**src/hw/quad_timer_pkg.sv**
```systemverilog
// Purpose: shared constants and carriers for the quad reload timer block
// Assumes: control nibbles are held by the cpu and presented as plain ports
// Notes:   bit positions below index into each 4-bit control nibble
package quad_timer_pkg;

  // ------------------------------------------------------------------
  // control nibble fields
  // ------------------------------------------------------------------
  localparam int ONE_TRIG_SEL = 0;
  localparam int ONE_RUN = 1;
  localparam int PRE_RATIO = 2;
  localparam int PRE_RUN = 3;
  localparam int SRC_LO = 0;
  localparam int SRC_HI = 1;
  localparam int TMR_RUN = 3;
  localparam int THREE_TRIG_SEL = 2;
  localparam int PIN0_FUNC = 0;
  localparam int PIN0_AND = 1;
  localparam int PIN1_FUNC = 2;
  localparam int PIN1_AND = 3;

  // ------------------------------------------------------------------
  // count source codes and counts
  // ------------------------------------------------------------------
  localparam logic [1:0] SRC_CASCADE = 2'h0;
  localparam logic [1:0] SRC_PRESCALE = 2'h1;
  localparam logic [1:0] SRC_PIN = 2'h2;
  localparam int PRE_DIV_SLOW = 16;
  localparam int PRE_DIV_FAST = 4;
  localparam logic [7:0] CNT_RESET = 8'h00;

  typedef struct packed {
    logic [3:0] pinCtrl;
    logic [3:0] fourCtrl;
    logic [3:0] threeCtrl;
    logic [3:0] twoCtrl;
    logic [3:0] oneCtrl;
  } timer_ctrl_t;

  typedef struct packed {
    logic [3:0] loadBoth;
    logic reloadOne;
    logic reloadThree;
    logic [7:0] data;
  } load_cmd_t;

endpackage

```
**src/hw/quad_reload_timer.sv**
```systemverilog
// Purpose: prescaler plus four 8-bit auto-reload down counters
// Assumes: all inputs synchronous to clk_sys except the two timer io pins
// Notes:   index 0..3 stands for timers one..four
//
// Functional notes
// - prescaler divides clock; ratio bit2, run bit3
// - prescaler stopped resets divider, output held low
// - four 8-bit counters; combined load writes both
// - timer one reload-only write spares the count
// - timer three reload-only write spares the count
// - timer one trigger-select waits for start pin zero
// - timer three trigger-select waits for start pin one
// - loaded value n gives underflow every n+1
// - underflow at zero sets flag, reloads, continues
// - timer two source bits 1:0, run bit3
// - timer three source bits 1:0, run bit3
// - timer four source bits 1:0, run bit3
// - flags testable by skip or raise interrupt
// - flag clears on interrupt taken or skip
// - pin control bits 0 and 2 pick functions
// - pin zero outputs t1 half or t1&t2
// - pin one outputs t3 half or t3&t4
// - external source counts rising pin edges
// - timer three codes: t2 underflow, prescaler only
// - timer four codes: t3 underflow, prescaler, pin
module quad_reload_timer #(
  parameter int PreDivSlow = quad_timer_pkg::PRE_DIV_SLOW,
  parameter int PreDivFast = quad_timer_pkg::PRE_DIV_FAST
) (
  // clock and reset
  input wire logic clk_sys,
  input wire logic rst,
  // cpu side control and commands
  input wire quad_timer_pkg::timer_ctrl_t ctrl,
  input wire quad_timer_pkg::load_cmd_t cmd,
  input wire logic [3:0] irqEnable,
  input wire logic [3:0] irqTaken,
  input wire logic [3:0] skipExec,
  output logic [3:0][7:0] count,
  output logic [3:0] flag,
  output logic [3:0] irqReq,
  output logic [3:0] skipHit,
  // start trigger pins
  input wire logic startTrigPinZero,
  input wire logic startTrigPinOne,
  // timer io pins
  input wire logic [1:0] ioPinIn,
  output logic [1:0] ioPinOut,
  output logic [1:0] ioPinOe_n,
  output logic prescalerOut
);

  if (PreDivSlow < 1 || PreDivSlow > 256 || PreDivFast < 1 ||
      PreDivFast > 256) begin : g_bad_div
    $error("prescaler ratios must lie in 1..256");
  end

  // ------------------------------------------------------------------
  // prescaler
  // ------------------------------------------------------------------
  logic [7:0] preCnt_q;
  logic [7:0] preCnt_d;
  wire preRun = ctrl.oneCtrl[quad_timer_pkg::PRE_RUN];
  wire [7:0] preLast = ctrl.oneCtrl[quad_timer_pkg::PRE_RATIO] ?
    8'(PreDivSlow - 1) : 8'(PreDivFast - 1);
  wire prePulse = preRun && (preCnt_q == preLast);
  assign prescalerOut = prePulse;
  // a stopped divider parks at zero, so each start gives a full period
  // before the first pulse; a ratio change while running alters one, and wraps the 8-bit divider if it is already past the new last count

  always_comb begin
    if (!preRun) begin
      preCnt_d = 8'h00;
    end else if (prePulse) begin
      preCnt_d = 8'h00;
    end else begin
      preCnt_d = preCnt_q + 8'h01;
    end
  end

  always_ff @(posedge clk_sys or posedge rst) begin
    if (rst) begin
      preCnt_q <= 8'h00;
    end else begin
      preCnt_q <= preCnt_d;
    end
  end

  // ------------------------------------------------------------------
  // pin input synchronisers and edge detect
  // ------------------------------------------------------------------
  logic [1:0] pinMeta_q;
  logic [1:0] pinSync_q;
  logic [1:0] pinPrev_q;
  logic [1:0] trigPrev_q;
  logic [1:0] trigLatch_q;
  logic [1:0] trigLatch_d;
  // only the second and third stages are examined; the first may be metastable
  wire [1:0] pinRise = pinSync_q & ~pinPrev_q;
  // a pin level held for less than a clock may be lost
  wire [1:0] trigIn = {startTrigPinOne, startTrigPinZero};
  wire [1:0] trigRise = trigIn & ~trigPrev_q;
  wire [1:0] trigSel = {ctrl.threeCtrl[quad_timer_pkg::THREE_TRIG_SEL],
                        ctrl.oneCtrl[quad_timer_pkg::ONE_TRIG_SEL]};

  // latch stays set until the select bit drops; edge polarity is fixed
  assign trigLatch_d = trigSel & (trigLatch_q | trigRise);

  always_ff @(posedge clk_sys or posedge rst) begin
    if (rst) begin
      pinMeta_q <= 2'h0;
      pinSync_q <= 2'h0;
      pinPrev_q <= 2'h0;
      trigPrev_q <= 2'h0;
      trigLatch_q <= 2'h0;
    end else begin
      pinMeta_q <= ioPinIn;
      pinSync_q <= pinMeta_q;
      pinPrev_q <= pinSync_q;
      trigPrev_q <= trigIn;
      trigLatch_q <= trigLatch_d;
    end
  end

  // ------------------------------------------------------------------
  // run gating and count source selection
  // ------------------------------------------------------------------
  logic [3:0] run;
  logic [3:0] srcPulse;
  logic [3:0] underflow;
  logic [3:0][7:0] reload_q;
  wire [1:0] srcTwo = ctrl.twoCtrl[quad_timer_pkg::SRC_HI:0];
  wire [1:0] srcThree = ctrl.threeCtrl[quad_timer_pkg::SRC_HI:0];
  wire [1:0] srcFour = ctrl.fourCtrl[quad_timer_pkg::SRC_HI:0];

  assign run[0] = ctrl.oneCtrl[quad_timer_pkg::ONE_RUN] &&
    (!trigSel[0] || trigLatch_q[0]);
  assign run[1] = ctrl.twoCtrl[quad_timer_pkg::TMR_RUN];
  assign run[2] = ctrl.threeCtrl[quad_timer_pkg::TMR_RUN] &&
    (!trigSel[1] || trigLatch_q[1]);
  assign run[3] = ctrl.fourCtrl[quad_timer_pkg::TMR_RUN];

  // timer one always counts the prescaler output
  assign srcPulse[0] = prePulse;
  // code 11 of timer two has no source inside this block
  assign srcPulse[1] =
    (srcTwo == quad_timer_pkg::SRC_CASCADE) ? underflow[0] :
    (srcTwo == quad_timer_pkg::SRC_PRESCALE) ? prePulse :
    (srcTwo == quad_timer_pkg::SRC_PIN) ? pinRise[0] : 1'b0;
  assign srcPulse[2] =
    (srcThree == quad_timer_pkg::SRC_CASCADE) ? underflow[1] :
    (srcThree == quad_timer_pkg::SRC_PRESCALE) ? prePulse : 1'b0;
  assign srcPulse[3] =
    (srcFour == quad_timer_pkg::SRC_CASCADE) ? underflow[2] :
    (srcFour == quad_timer_pkg::SRC_PRESCALE) ? prePulse :
    (srcFour == quad_timer_pkg::SRC_PIN) ? pinRise[1] : 1'b0;

  // ------------------------------------------------------------------
  // counters, reloads, flags, toggles
  // ------------------------------------------------------------------
  logic [3:0] toggle_q;
  logic [3:0] clearReq;
  wire [3:0] reloadOnly = {1'b0, cmd.reloadThree, 1'b0, cmd.reloadOne};
  // only timers one and three have a reload-only write path

  for (genvar i = 0; i < 4; i++) begin : g_tmr
    logic [7:0] cnt_d;
    logic [7:0] rel_d;
    assign underflow[i] = run[i] && srcPulse[i] &&
      (count[i] == 8'h00);
    assign rel_d = (cmd.loadBoth[i] || reloadOnly[i]) ?
      cmd.data : reload_q[i];
    assign cnt_d = cmd.loadBoth[i] ? cmd.data :
      underflow[i] ? reload_q[i] :
      (run[i] && srcPulse[i]) ? count[i] - 8'h01 : count[i];
    // a set in the same cycle as a clear keeps the flag
    assign clearReq[i] = irqTaken[i] || (skipExec[i] && flag[i]);

    always_ff @(posedge clk_sys or posedge rst) begin
      if (rst) begin
        count[i] <= quad_timer_pkg::CNT_RESET;
        reload_q[i] <= quad_timer_pkg::CNT_RESET;
        flag[i] <= 1'b0;
        toggle_q[i] <= 1'b0;
      end else begin
        count[i] <= cnt_d;
        reload_q[i] <= rel_d;
        flag[i] <= underflow[i] || (flag[i] && !clearReq[i]);
        toggle_q[i] <= toggle_q[i] ^ underflow[i];
      end
    end
  end

  assign irqReq = flag & irqEnable;
  assign skipHit = flag;

  // ------------------------------------------------------------------
  // timer io pin outputs
  // ------------------------------------------------------------------
  // toggles survive a stop, so a paused timer keeps its pin level
  wire pinZeroAnd = ctrl.pinCtrl[quad_timer_pkg::PIN0_AND];
  wire pinOneAnd = ctrl.pinCtrl[quad_timer_pkg::PIN1_AND];
  assign ioPinOut[0] = toggle_q[0] &
    (pinZeroAnd ? toggle_q[1] : 1'b1);
  assign ioPinOut[1] = toggle_q[2] &
    (pinOneAnd ? toggle_q[3] : 1'b1);
  assign ioPinOe_n[0] = !ctrl.pinCtrl[quad_timer_pkg::PIN0_FUNC];
  assign ioPinOe_n[1] = !ctrl.pinCtrl[quad_timer_pkg::PIN1_FUNC];

  localparam int FastLast = PreDivFast - 1;
endmodule

```
**config.mk**
```make
export PLATFORM = sky130hd
export DESIGN_NAME = quad_reload_timer
export DESIGN_NICKNAME = d
export VERILOG_FILES = /design/src/hw/quad_timer_pkg.sv /design/src/hw/quad_reload_timer.sv
export SDC_FILE = /design/constraint.sdc
export NUM_CORES = 1
export LEC_CHECK = 0
export ABC_CLOCK_PERIOD_IN_PS = 5300
export BUFFER_PORTS_ARGS = -buffer_cell sky130_fd_sc_hd__buf_2
export CORE_MARGIN = 5
export CORE_UTILIZATION = 41
export CTS_BUF_LIST = sky130_fd_sc_hd__clkbuf_4
export DETAILED_ROUTE_END_ITERATION = 16
export PLACE_DENSITY = 0.68
export SLEW_MARGIN = 40
export SYNTH_ARGS = -nofsm -noshare
export SYNTH_HDL_FRONTEND = slang
export SYNTH_SLANG_ARGS = --single-unit
```
**constraint.sdc**
```tcl
create_clock -name clk_sys -period 5.3 [get_ports clk_sys]
set_clock_uncertainty 0.1 [all_clocks]
set_input_delay 1.06 -clock clk_sys [delete_from_list [all_inputs] [get_ports clk_sys]]
set_output_delay 1.06 -clock clk_sys [all_outputs]
set_load 0.05 [all_outputs]
```
==> out/qor.csv <==
stage,metric,value,unit
run_status,status,completed,
cts,CTS buffer count,9,
layout,Post-Layout Inst Area,5390,um2
placement,dpl cells,711,
placement,DP HPWL,8310,um
detailed_routing,Met2 Routed Length,5310,um
worst_setup_path,worst r2r path cells,7,
cts,"CTS clk-pin slew, worst paths",0.14,ns
cts,Post-CTS Resized,0,
min_path,HP Class,reg2reg,
placement,Port Buf Inserts,98,
global_route,GRT Total Usage,0.176,
sta,setup ws final,1.48,ns
cts,H-tree level count,3,
layout,Util after Layout,0.476,
power_and_ir_drop,Pwr Density,278,nW/um2
sta,max-slew violations,0,
layout,Diodes inserted,0,
synthesis,number of synthesized flops with an enable pin,0,
synthesis,top_reg_cell synth,dfrtp_1,
cts,clock latency on the worst-skew pair,0.47,ns
synthesis,Syn. warnings,0,
sta,endpoints failing setup,0,
cts,Max Root-Sink Buffers,2,
synthesis,Syn Inst Count,489,
global_route,antenna violations before repair,0,
detailed_routing,Detailed Route Iter0 Violations,153,
global_route,maximum number of pins on one net before global-route repair,47,
detailed_routing,Total Wirelength,11400,um
worst_setup_path,R2R setup slack,1.86,ns
detailed_routing,Top Layer Used,met4,
synthesis,Yosys cell types,60,
detailed_routing,DR vias/cell,5.47,
layout,area occupied by multi-input gates,2160,um2
sta,fin crit period,3.82,ns
synthesis,syn avg cell area,9.60,um2
worst_setup_path,CP required,4.14,ns
worst_setup_path,crit path kind,reg2out,
die,Initial Util,0.415,
layout,layout cells sized above 1,0.260,
layout,final cell count without fillers,727,
sta,Slew @ Worst Pin,0.784,ns
run,maxcap violations,0,
cts,CTS sink count,90,
detailed_routing,DRT met1 WL,5020,um
synthesis,mapped cell area,4690,um2
min_path,hold_sp,pinMeta_q[0],
worst_setup_path,FF-to-FF End,count[27],
sta,hold slack,0.270,ns
detailed_routing,Antenna Nets Post-Route,0,
placement,Final GP Congestion,0.832,
power_and_ir_drop,Final Power,1.50,mW
layout,Reg area,2250,um2
sta,"Hold Vio Cnt, Final",0,
layout,area grow syn2layout,14.9,%
sta,Achievable Freq,262,MHz
worst_setup_path,reg2reg start,preCnt_q[0],
detailed_routing,WL/cell,15.6,um
detailed_routing,Vias,3976,
worst_setup_path,CP endpoint kind,output port,
worst_setup_path,critical-path maximum fanout,5,
synthesis,synthesized flop and latch total,90,
cts,root buf cell,clkbuf_4,
layout,fill count,1098,
detailed_routing,drt pass-1 iters,4,
sta,RSZ-0062 raised after global routing,false,
synthesis,Post-Syn Nets,547,
placement,Placed Area,5250,um2
synthesis,Post-synth ARST share,1.00,
detailed_routing,met3 routed WL,690,um
synthesis,post-synthesis sequential area ratio,0.480,
sta,setup_tns,0,ns
placement,"worst slack, placed",1.49,ns
die,Core ar.,11300,um2
die,die area,13700,um2
sta,crit share post-route,0.721,
global_route,vias in the first global route,3912,
cts,hold_buf cts,0,
power_and_ir_drop,Leak Pwr,2.54,nW
cts,CTS tree,done,
die,Die Wd,117,um
die,Ports,101,
die,Die Ht,117,um
power_and_ir_drop,Peak supply drop,0.0944,mV
detailed_routing,DRC viols,0,
worst_setup_path,arrival time worst endpoint,2.66,ns
sta,worst rel slew slack,0.475,
min_path,Min-Delay Endpoint,pinSync_q[0],
cts,post-CTS setup buffers,0,
worst_setup_path,critical path startpoint category,flop,
layout,nets@finish,637,
global_route,global-route wire length before repair,18800,um
global_route,total congestion overflow,0,
die,# rows,39,
min_path,Hold Path Depth,0,
power breakdown:
part	switching (mW)	total, mW	internal (mW)
sequential	0.0516	0.791	0.740
combinational	0.215	0.319	0.103
clock	0.247	0.388	0.142
critical path, cell delays in order, from the launching register on:
cell,delay [ns]
dfrtp_1,0.43
ha_1,0.25
or4b_4,0.50
or4_1,0.60
inv_1,0.15
buf_2,0.27
layout by cell type, fill, tap and decap left out, types with 3 or more instances in the layout:
master | synthesis | layout
o21ai_0 | 41 | 41
inv_1 | 40 | 39
a31oi_1 | 5 | 5
ha_1 | 6 | 6
nand2b_1 | 3 | 3
mux2i_1 | 7 | 7
clkinvlp_4 | 0 | 3
or3_1 | 6 | 6
xor2_1 | 8 | 8
mux2_2 | 20 | 20
o41ai_1 | 6 | 6
or2_2 | 4 | 4
a211oi_1 | 6 | 6
a21boi_0 | 3 | 3
nor4b_1 | 3 | 3
a21oi_1 | 27 | 27
dfrtp_1 | 90 | 90
a21o_1 | 7 | 7
nor3_1 | 7 | 7
or4_1 | 10 | 10
o31a_1 | 3 | 3
nor2_1 | 51 | 51
nand2_1 | 43 | 43
o211ai_1 | 4 | 4
nor4_1 | 6 | 6
o311ai_0 | 4 | 4
xnor2_1 | 7 | 7
nand3_1 | 7 | 7
buf_2 | 3 | 98
clkbuf_4 | 0 | 9
and2_1 | 7 | 7
flip-flops by register name, indices dropped and copies added (netlist names):
register     flops
flag             4
pinSync_q        2
pinMeta_q        2
trigPrev_q       2
trigLatch_q      2
preCnt_q         8
count           32
toggle_q         4
pinPrev_q        2
reload_q        32
per-layer routing:
metal | vias up | track usage
li1 | 1925 | -
met2 | 113 | 0.279
met4 | 0 | 0.0810
met5 | - | 0
met3 | 24 | 0.0473
met1 | 1914 | 0.225
synth_stat cells (3+ instances only):
master | number | share of area
clkbuf_1 | 10 | 0.0080
nand3_1 | 7 | 0.0075
inv_1 | 40 | 0.032
nor3_1 | 7 | 0.0075
a21boi_0 | 3 | 0.0048
or3_1 | 6 | 0.0080
buf_2 | 3 | 0.0032
o21ai_0 | 41 | 0.044
o211ai_1 | 4 | 0.0064
buf_4 | 4 | 0.0064
nand2_1 | 43 | 0.034
nor4b_1 | 3 | 0.0056
nor2_1 | 51 | 0.041
a21oi_1 | 27 | 0.029
ha_1 | 6 | 0.016
or4_1 | 10 | 0.016
dfrtp_1 | 90 | 0.48
nor4_1 | 6 | 0.0080
xor2_1 | 8 | 0.015
mux2_2 | 20 | 0.048
or2_2 | 4 | 0.0053
mux2i_1 | 7 | 0.015
and2_1 | 7 | 0.0093
xnor2_1 | 7 | 0.013
a211oi_1 | 6 | 0.0096
o31a_1 | 3 | 0.0056
o41ai_1 | 6 | 0.011
nand2b_1 | 3 | 0.0040
a21o_1 | 7 | 0.011
a31oi_1 | 5 | 0.0067
o311ai_0 | 4 | 0.0075
worst max-delay path by stage:
stage	from	end	slack, ns	depth (start not counted)
2_1_floorplan	rst	count[0]	1.80	1
3_3_place_gp	ctrl[3]	count[27]	1.55	7
3_5_place_dp	ctrl[3]	count[27]	1.49	7
4_1_cts	preCnt_q[0]	prescalerOut	1.46	5
5_1_grt	preCnt_q[0]	prescalerOut	1.38	5
6_report	preCnt_q[0]	prescalerOut	1.48	5
cell type report:
class | count | share of cell area
Inverter | 40 | 0.0283
Timing Repair Buffer | 100 | 0.0938
Sequential cell | 90 | 0.418
Clock inverter | 7 | 0.0130
Clock buffer | 9 | 0.0125
Multi-Input combinational cell | 338 | 0.401
Tap cell | 143 | 0.0332
cell families after synthesis:
| family | synth area share |
|---|---|
| AND/OR/NAND/NOR | 0.168 |
| flip-flops | 0.480 |
| multiplexers | 0.0629 |
| adder cells (fa/ha/maj) | 0.0160 |
| buffers and inverters | 0.0603 |
| AO/OA/AOI/OAI | 0.185 |
| XOR/XNOR | 0.0280 |
Power figures use the tool's default switching activity.
